--- src/mgmt_defs.vh ---
// Purpose: Constants for the management mode and configuration load block
// Assumes: 32-bit classic Wishbone register bus, byte addresses
// Notes:   Four-level straps arrive already resolved to two-bit codes
//
// What this block does
// - Calibration clock used only for loss monitoring and the buffered output
// - Calibration clock output buffers calibration clock input
// - Sample address straps once, sixteen addresses
// - Mode strap: float controller, high target
// - Controller mode: low request starts load
// - Controller mode: load-done low only after successful load
// - Held-low request after load does not restart
// - Target mode: load-done mirrors request input
// - Target mode: low request holds bus, registers reset
// - Interrupt pulls low on enabled event
// - Software selects which events raise interrupt
// - Interrupt only pulls low, never drives high
// - Bus clock line is open-drain like data
// - Configure by host writes; EEPROM load does not write config
// - Sixteen devices share one EEPROM image
`ifndef MGMT_DEFS_VH
`define MGMT_DEFS_VH

// ----------------------------------------------------------------
// Register offsets
// ----------------------------------------------------------------
`define REG_STATUS   8'h00
`define REG_CLEAR    8'h04
`define REG_ENABLE   8'h08
`define REG_CONTROL  8'h0c
`define REG_STRAPS   8'h10
`define REG_CONFIG   8'h14

// ----------------------------------------------------------------
// Event bit positions
// ----------------------------------------------------------------
`define EV_LOAD_OK    0
`define EV_LOAD_FAIL  1
`define EV_CAL_LOST   2
`define EV_SW         3
`define EV_WIDTH      4

// ----------------------------------------------------------------
// Strap level codes
// ----------------------------------------------------------------
`define LVL_LOW       2'h0
`define LVL_RES       2'h1
`define LVL_FLOAT     2'h2
`define LVL_HIGH      2'h3

// ----------------------------------------------------------------
// Reset values and timing
// ----------------------------------------------------------------
`define ENABLE_RESET  4'h0
`define CONFIG_RESET  32'h00000000
`define BUS_ADDR_BASE 7'h18
`define CLK_PERIOD_PS 4000
`define CAL_PERIOD_PS 40000
`define CAL_CYCLES    (`CAL_PERIOD_PS / `CLK_PERIOD_PS)
`define CAL_TIMEOUT   (4 * `CAL_CYCLES)
`define BIT_DIV       16'd624
`define LOAD_BITS     16'd512
`define STRAP_SETTLE  3'h4

`endif

--- src/sync3.v ---
// Purpose: Three-stage synchroniser with agreement detection
// Assumes: Input is asynchronous to clk_i
// Notes:   Output changes once stages two and three agree
`timescale 1ns/1ps
module sync3
(
	input  wire clk_i,
	input  wire rst_i,
	input  wire rst_val_i,
	input  wire d_i,
	output reg  q_o
);
	reg s1;
	reg s2;
	reg s3;

	always @(posedge clk_i)
	begin
		if (rst_i)
		begin
			s1  <= rst_val_i;
			s2  <= rst_val_i;
			s3  <= rst_val_i;
			q_o <= rst_val_i;
		end
		else
		begin
			s1 <= d_i;
			s2 <= s1;
			s3 <= s2;
			if (s2 == s3)
				q_o <= s3;
		end
	end
endmodule

--- src/mgmt_load_ctrl.v ---
// Purpose: Management mode select, strap capture and configuration load control
// Assumes: Straps arrive as two-bit level codes; 250 MHz clk_i
// Notes:   EEPROM read is a bit-walk on the open-drain pair, ack-checked at end
`timescale 1ns/1ps
`include "mgmt_defs.vh"
module mgmt_load_ctrl
(
	input  wire        clk_i,
	input  wire        rst_i,
	input  wire [7:0]  adr_i,
	input  wire [31:0] dat_i,
	output reg  [31:0] dat_o,
	input  wire        we_i,
	input  wire [3:0]  sel_i,
	input  wire        cyc_i,
	input  wire        stb_i,
	output reg         ack_o,
	input  wire        cal_clk_i,
	output wire        cal_clk_o,
	input  wire [1:0]  address_strap_low_i,
	input  wire [1:0]  address_strap_high_i,
	input  wire [1:0]  bus_mode_strap_i,
	input  wire        load_req_n_i,
	output reg         load_done_n_o,
	input  wire        mgmt_bus_clock_line_i,
	output wire        mgmt_bus_clock_line_o,
	output wire        mgmt_bus_clock_line_oe_o,
	input  wire        mgmt_bus_data_i,
	output wire        mgmt_bus_data_o,
	output wire        mgmt_bus_data_oe_o,
	output wire        irq_n_o,
	output wire        irq_n_oe_o,
	output reg  [6:0]  bus_address_o,
	output reg         controller_mode_o,
	output wire        target_hold_o,
	output reg  [31:0] config_o
);
	// ----------------------------------------------------------------
	// Pin synchronisers
	// ----------------------------------------------------------------
	wire cal_s;
	wire req_n_s;
	wire scl_s;
	wire sda_s;

	// Every pin passes three stages; the straps have their own below
	sync3 u_cal (.clk_i(clk_i), .rst_i(rst_i), .rst_val_i(1'b0), .d_i(cal_clk_i), .q_o(cal_s));
	sync3 u_req (.clk_i(clk_i), .rst_i(rst_i), .rst_val_i(1'b1), .d_i(load_req_n_i), .q_o(req_n_s));
	sync3 u_scl (.clk_i(clk_i), .rst_i(rst_i), .rst_val_i(1'b1),
		.d_i(mgmt_bus_clock_line_i), .q_o(scl_s));
	sync3 u_sda (.clk_i(clk_i), .rst_i(rst_i), .rst_val_i(1'b1), .d_i(mgmt_bus_data_i), .q_o(sda_s));

	// Buffered replica of the calibration clock
	assign cal_clk_o = cal_clk_i;

	// ----------------------------------------------------------------
	// Strap capture after reset release
	// ----------------------------------------------------------------
	wire [1:0] strap_lo_s;
	wire [1:0] strap_hi_s;
	wire [1:0] mode_s;
	reg  [2:0] settle;
	reg        straps_taken;
	reg [1:0]  mode_lvl;
	reg [3:0]  addr_code;

	// Straps are pins too: capture waits until their synchronisers settle
	sync3 u_lo0 (.clk_i(clk_i), .rst_i(rst_i), .rst_val_i(1'b0), .d_i(address_strap_low_i[0]),
		.q_o(strap_lo_s[0]));
	sync3 u_lo1 (.clk_i(clk_i), .rst_i(rst_i), .rst_val_i(1'b0), .d_i(address_strap_low_i[1]),
		.q_o(strap_lo_s[1]));
	sync3 u_hi0 (.clk_i(clk_i), .rst_i(rst_i), .rst_val_i(1'b0), .d_i(address_strap_high_i[0]),
		.q_o(strap_hi_s[0]));
	sync3 u_hi1 (.clk_i(clk_i), .rst_i(rst_i), .rst_val_i(1'b0), .d_i(address_strap_high_i[1]),
		.q_o(strap_hi_s[1]));
	sync3 u_md0 (.clk_i(clk_i), .rst_i(rst_i), .rst_val_i(1'b0), .d_i(bus_mode_strap_i[0]),
		.q_o(mode_s[0]));
	sync3 u_md1 (.clk_i(clk_i), .rst_i(rst_i), .rst_val_i(1'b0), .d_i(bus_mode_strap_i[1]),
		.q_o(mode_s[1]));

	always @(posedge clk_i)
	begin
		if (rst_i)
		begin
			settle            <= 3'h0;
			straps_taken      <= 1'b0;
			mode_lvl          <= `LVL_LOW;
			addr_code         <= 4'h0;
			bus_address_o     <= 7'h00;
			controller_mode_o <= 1'b0;
		end
		else if (!straps_taken)
		begin
			if (settle != `STRAP_SETTLE)
				settle <= settle + 3'h1;
			else
			begin
				straps_taken      <= 1'b1;
				mode_lvl          <= mode_s;
				addr_code         <= {strap_hi_s, strap_lo_s};
				bus_address_o     <= `BUS_ADDR_BASE + {3'h0, strap_hi_s, strap_lo_s};
				controller_mode_o <= (mode_s == `LVL_FLOAT);
			end
		end
	end

	wire target_mode = straps_taken && (mode_lvl == `LVL_HIGH);
	assign target_hold_o = target_mode && !req_n_s;

	// ----------------------------------------------------------------
	// Calibration clock monitor (edge and stall detection only)
	// ----------------------------------------------------------------
	reg        cal_d;
	reg [7:0]  cal_cnt;
	reg        cal_lost;

	// Cycles since the last rising calibration edge; a stall raises an event
	always @(posedge clk_i)
	begin
		if (rst_i)
		begin
			cal_d    <= 1'b0;
			cal_cnt  <= 8'h00;
			cal_lost <= 1'b0;
		end
		else
		begin
			cal_d    <= cal_s;
			cal_lost <= 1'b0;
			if (cal_s && !cal_d)
				cal_cnt <= 8'h00;
			else if (cal_cnt == `CAL_TIMEOUT)
			begin
				cal_cnt  <= 8'h00;
				cal_lost <= 1'b1;
			end
			else
				cal_cnt <= cal_cnt + 8'h01;
		end
	end

	// ----------------------------------------------------------------
	// EEPROM load in controller mode
	// ----------------------------------------------------------------
	localparam ST_IDLE = 2'h0;
	localparam ST_LOAD = 2'h1;
	localparam ST_DONE = 2'h2;
	localparam ST_FAIL = 2'h3;

	reg [1:0]  state;
	reg [15:0] div_cnt;
	reg [15:0] bit_cnt;
	reg        scl_drv_low;
	reg        ev_ok;
	reg        ev_fail;
	reg        sw_load;
	// One-cycle bit enable from the free-running divider
	wire       bit_tick = (div_cnt == `BIT_DIV);

	always @(posedge clk_i)
	begin
		if (rst_i)
		begin
			state         <= ST_IDLE;
			div_cnt       <= 16'h0000;
			bit_cnt       <= 16'h0000;
			scl_drv_low   <= 1'b0;
			load_done_n_o <= 1'b1;
			ev_ok         <= 1'b0;
			ev_fail       <= 1'b0;
		end
		else
		begin
			ev_ok   <= 1'b0;
			ev_fail <= 1'b0;
			div_cnt <= bit_tick ? 16'h0000 : div_cnt + 16'h0001;
			if (target_mode)
			begin
				// Target mode: state held idle, done mirrors the request
				state         <= ST_IDLE;
				scl_drv_low   <= 1'b0;
				load_done_n_o <= req_n_s;
			end
			else if (controller_mode_o)
			begin
				case (state)
					ST_IDLE:
					begin
						// Request low or a software start begins a load
						scl_drv_low <= 1'b0;
						if (!req_n_s || sw_load)
						begin
							state         <= ST_LOAD;
							bit_cnt       <= 16'h0000;
							load_done_n_o <= 1'b1;
						end
					end
					ST_LOAD:
					begin
						if (bit_tick)
						begin
							scl_drv_low <= !scl_drv_low;
							if (scl_drv_low)
								bit_cnt <= bit_cnt + 16'h0001;
							if (bit_cnt == `LOAD_BITS)
							begin
								scl_drv_low <= 1'b0;
								// Data low at end of image acts as the final ack
								if (!sda_s)
								begin
									state         <= ST_DONE;
									load_done_n_o <= 1'b0;
									ev_ok         <= 1'b1;
								end
								else
								begin
									state   <= ST_FAIL;
									ev_fail <= 1'b1;
								end
							end
						end
					end
					ST_DONE:
					begin
						// Request held low: stay done
						if (sw_load)
							state <= ST_IDLE;
					end
					ST_FAIL:
					begin
						// Releasing the request or a software start returns to idle
						if (req_n_s || sw_load)
							state <= ST_IDLE;
					end
					default:
						state <= ST_IDLE;
				endcase
			end
		end
	end

	assign mgmt_bus_clock_line_o    = 1'b0;
	assign mgmt_bus_clock_line_oe_o = scl_drv_low;
	assign mgmt_bus_data_o          = 1'b0;
	assign mgmt_bus_data_oe_o       = 1'b0;

	// ----------------------------------------------------------------
	// Register bus, events and interrupt
	// ----------------------------------------------------------------
	reg [`EV_WIDTH-1:0] ev_status;
	reg [`EV_WIDTH-1:0] ev_enable;
	wire                acc = cyc_i && stb_i && !ack_o;
	wire                wr  = acc && we_i && sel_i[0];
	wire [`EV_WIDTH-1:0] ev_set;
	wire [`EV_WIDTH-1:0] ev_clr;

	// Event sources, in the bit order of the status register
	assign ev_set = {wr && (adr_i == `REG_CONTROL) && dat_i[1], cal_lost, ev_fail, ev_ok};
	assign ev_clr = (wr && adr_i == `REG_CLEAR) ? dat_i[`EV_WIDTH-1:0] : {`EV_WIDTH{1'b0}};

	always @(posedge clk_i)
	begin
		if (rst_i)
		begin
			ack_o <= 1'b0;
			dat_o <= 32'h00000000;
		end
		else
		begin
			ack_o <= acc;
			// Read data follows the address every cycle and is taken with ack
			case (adr_i)
				`REG_STATUS:  dat_o <= {28'h0, ev_status};
				`REG_ENABLE:  dat_o <= {28'h0, ev_enable};
				`REG_CONTROL: dat_o <= {28'h0, state, 2'h0};
				`REG_STRAPS:  dat_o <= {16'h0, 1'b0, bus_address_o, 2'h0, mode_lvl, addr_code};
				`REG_CONFIG:  dat_o <= config_o;
				default:      dat_o <= 32'h00000000;
			endcase
		end
	end

	// Target hold clears the registers just as reset does
	always @(posedge clk_i)
	begin
		if (rst_i || target_hold_o)
		begin
			ev_status <= {`EV_WIDTH{1'b0}};
			ev_enable <= `ENABLE_RESET;
			config_o  <= `CONFIG_RESET;
			sw_load   <= 1'b0;
		end
		else
		begin
			sw_load   <= wr && (adr_i == `REG_CONTROL) && dat_i[0];
			ev_status <= (ev_status & ~ev_clr) | ev_set;
			if (wr && adr_i == `REG_CONFIG)
				config_o <= dat_i;
			if (wr && adr_i == `REG_ENABLE)
				ev_enable <= dat_i[`EV_WIDTH-1:0];
		end
	end

	// Open-drain interrupt: only ever pulls low
	assign irq_n_o    = 1'b0;
	assign irq_n_oe_o = |(ev_status & ev_enable);
endmodule

--- config.mk ---
export PLATFORM = sky130hd
export DESIGN_NAME = mgmt_load_ctrl
export DESIGN_NICKNAME = d
export VERILOG_FILES = /design/src/sync3.v /design/src/mgmt_load_ctrl.v
export VERILOG_INCLUDE_DIRS = /design/src
export SDC_FILE = /design/constraint.sdc
export NUM_CORES = 1
export LEC_CHECK = 0
export BUFFER_PORTS_ARGS = -buffer_cell sky130_fd_sc_hd__buf_2
export CAP_MARGIN = 20
export CORE_UTILIZATION = 30
export DETAILED_ROUTE_END_ITERATION = 10
export GPL_ROUTABILITY_DRIVEN = 0
export HOLD_SLACK_MARGIN = 0.15
export PLACE_DENSITY = 0.62
export SETUP_SLACK_MARGIN = 0.02
export SYNTH_ARGS = -nofsm -noshare
export SYNTH_HDL_FRONTEND = slang
export SYNTH_SLANG_ARGS = --single-unit
--- constraint.sdc ---
create_clock -name clk_i -period 1.9 [get_ports clk_i]
set_input_delay 0.38 -clock clk_i [delete_from_list [all_inputs] [get_ports clk_i]]
set_output_delay 0.38 -clock clk_i [all_outputs]
set_load 0.05 [all_outputs]
==> impl_metrics.toml <==
[power_and_ir_drop]
worst_ir_drop_vdd_uv = 511.8
power_density_nw_per_um2 = 923.0
overall_power_consumption_w = 0.007969
leakagePower_nw = 3.545

[die]
floorplan.die.width_um = 147.8
die_area_um2 = 21860
rows = 52
pin_count = 141
core_area_um2 = 20560
die_height_um = 147.8
initial_utilization = 0.3104

[synthesis]
netlist.top_cell.by_area = "sky130_fd_sc_hd__dfxtp_1"
synth.top_cells.by_area = "sky130_fd_sc_hd__dfxtp_1 (53%), sky130_fd_sc_hd__nand2_1 (6.0%), sky130_fd_sc_hd__a21oi_1 (5.2%), sky130_fd_sc_hd__nor2_1 (4.5%), sky130_fd_sc_hd__xnor2_1 (2.6%)"
postSynthCellCount = 714
synth_top_cell_area_share = 0.5333
ys_dominant_reg_cell = "sky130_fd_sc_hd__dfxtp_1"
yosysSeqAreaShare = 0.5333
yosysWarnings = 0
syn_area_per_cell_um2 = 8.937
netlist_area_before_placement_um2 = 6381
synthDistinctLibCells = 45
synth-async-reset-ratio = 0
synth-seq-cells = 170
synth-edff-count = 0
yosysMostFrequentCell = "sky130_fd_sc_hd__dfxtp_1"
post_synth_most_frequent_cells = "sky130_fd_sc_hd__dfxtp_1 (170), sky130_fd_sc_hd__nand2_1 (102), sky130_fd_sc_hd__nor2_1 (76)"

[clock_network]
cts.sink_count = 170
cts_tree = "built"
clk_transition_reported_paths_ps = 70
max-clock-path-buffers = 2
root_buffer = "sky130_fd_sc_hd__clkbuf_16"
clk_latency_ps = 420
ctsHtreeMaxLevel = 4
number_of_cts_inserted_buffers = 17

[layout]
drive_above_1_share = 0.2898
flow.area_growth_from_synthesis_pct = 35.31
multi_input_comb_area_um2 = 2925
register_area_um2 = 3415
fin_area_um2 = 8635
nets_final = 959
layout.filler_cells = 2037

[detailed_routing]
routed_wirelength_normalized_by_instance_count_um = 12.57
vias = 5313
iteration_0_drc_markers = 311
viasPerCell = 4.522
firstDrtPassIters = 4
wirelength_um = 14770
drc_errors = 0
ant_nets = 0

[setup_path]
worstSetupEndpointType = "register"
slowest_cell_on_crit_path = "sky130_fd_sc_hd__or4b_4"
critical_path.top_delay_family = "simple AND/OR/NAND/NOR gates"
ws_path_type = "reg2reg"
crit_path_start = "div_cnt[0]"
worstPathCellList = "inv_2, ha_4, nor3b_4, a41oi_4, or4b_4, or3_1, a21oi_1"
critical_path.n_buffers_inverters = 1
required_ps = 2240
cp_data_arrival_time_ps = 2390
timing.critical_path.slowest_cell_delay_ps = 550
cp_max_fo = 8
crit-reg2reg-launch = "div_cnt[0]"
nature_of_the_critical_path_startpoint = "register"

[global_routing]
grt_util_all_layers = 0.1375
groute.layer.met1.usage = 0.1755
grt.busiest_layer = "met2"
first_pass_grt_wire_length_um = 24090
grt.met2_usage = 0.2281
via_count_of_the_first_global_routing_pass = 4905
grt_antenna_before_repair = 1
grt_max_degree = 42
grt.met3_usage = 0.03951
grt_ovf = 0

[timing]
timing.final.setup_violations = 6
slew_viol_final = 0
setup-tns-final_ps = -409.3
timing.hold.ws_ps = 170.0
fmaxAchievable_mhz = 488.8
fin_skew_ps = 8.682
final_hold_viol_count = 0
setup_repair_after_global_routing_missed_its_margin = "true"
worst_slew_margin_rel = 0.6269
finalWorstSetupSlack_ps = -145.7
min_period_ps = 2046
period_share = 1.077
worst-slew-pin-transition_ps = 554.6

[placed_design]
hpwlAfterDp_um = 10360
numPortBuffers = 131
minimum_setup_slack_after_placement_ps = -300.5
placedInstanceArea_um2 = 7720

[outcome]
status = "complete, but fails checks"
violations = "setup timing"

[min_path]
hp-start = "address_strap_high_i[1]"
holdCritPathClass = "in2reg"

[flow_run]
max_cap_viol_count = 0
path summary, 6_finish.rpt:
kind | endpoint | slack, ps | depth (start not counted)
setup reg to reg | bit_cnt[14] | -150 | 7
hold reg to reg | u_sda.s2 | 410 | 1
setup / recovery | bit_cnt[14] | -150 | 7
hold / removal | u_hi1.s1 | 170 | 2
logic make-up after synthesis:
kind of cell	Yosys count	synth area share
simple gates	331	0.2600
flops	170	0.5333
compound gates	103	0.09039
buf+inv	59	0.03961
xor+xnor	30	0.04118
mux	12	0.01922
fa+ha+maj	8	0.01569
other cells	1	0.0005877
metal layers:
metal	wire length [um]	vias to the layer above
li1	-	2741
met2	7087	124
met1	6979	2446
met4	35	0
met5	0	-
met3	670	2
through the flow:
stage                 util  instances
floorplan                -        718
global placement    0.3755       1134
detailed placement  0.3755       1134
CTS                 0.4125       1171
global route        0.4199       1174
finish              0.4200       1175
final cells by class:
class / instances / share of cell area
diodes: 1 / 0.0002898
flip-flops and latches: 170 / 0.3954
clock buffers: 20 / 0.05173
repair buffers: 197 / 0.1422
well taps: 270 / 0.03912
multi-input cells: 489 / 0.3388
clock inverters: 11 / 0.02507
inverters: 17 / 0.007390
cells in the final DEF (no fill, tap or decap), types with 6 or more instances in the layout:
master,Yosys,routed
sky130_fd_sc_hd__xor2_1,11,11
sky130_fd_sc_hd__bufinv_16,0,6
sky130_fd_sc_hd__or3_1,9,8
sky130_fd_sc_hd__buf_2,4,130
sky130_fd_sc_hd__nand3_1,22,22
sky130_fd_sc_hd__buf_4,7,55
sky130_fd_sc_hd__a22oi_1,10,10
sky130_fd_sc_hd__clkbuf_16,0,17
sky130_fd_sc_hd__or2_2,7,7
sky130_fd_sc_hd__xnor2_1,19,18
sky130_fd_sc_hd__and2_1,20,21
sky130_fd_sc_hd__nor2b_1,26,25
sky130_fd_sc_hd__ha_1,8,7
sky130_fd_sc_hd__nand2b_1,11,10
sky130_fd_sc_hd__nand2_1,102,102
sky130_fd_sc_hd__nor2_1,76,74
sky130_fd_sc_hd__nand4_1,9,9
sky130_fd_sc_hd__dfxtp_1,170,165
sky130_fd_sc_hd__inv_1,17,15
sky130_fd_sc_hd__o21ai_0,15,13
sky130_fd_sc_hd__mux2i_1,10,10
sky130_fd_sc_hd__nor3_1,13,12
sky130_fd_sc_hd__a21oi_1,66,65
worst register-to-register path: stages (launching register included):
cell	delay [ps]
sky130_fd_sc_hd__dfxtp_2	320
sky130_fd_sc_hd__inv_2	60
sky130_fd_sc_hd__ha_4	120
sky130_fd_sc_hd__nor3b_4	240
sky130_fd_sc_hd__a41oi_4	160
sky130_fd_sc_hd__or4b_4	550
sky130_fd_sc_hd__or3_1	370
sky130_fd_sc_hd__a21oi_1	150
timing repair:
item / in CTS / in global routing
endpoints found under the hold margin: 5 / 0
setup buffers: 1 / 4
gates resized for setup: 10 / 22
hold buffers: 5 / 0
pin swaps: 1 / 17
endpoints found under the setup margin: 11 / 21
report_power, final:
group	internal [W]	switching [W]	total [W]
clock network	0.00250	0.00139	0.00390
logic	0.000175	0.000237	0.000412
registers	0.00362	0.0000363	0.00366
registers in the layout, indices dropped and copies added, names as in the netlist, 2 cells and up:
| register | count |
|---|---|
| settle | 3 |
| div_cnt | 16 |
| mode_lvl | 2 |
| config_o | 32 |
| ev_enable | 4 |
| bit_cnt | 16 |
| ev_status | 4 |
| cal_cnt | 8 |
| state | 2 |
| dat_o | 32 |
| addr_code | 4 |
Power figures use the tool's default switching activity.
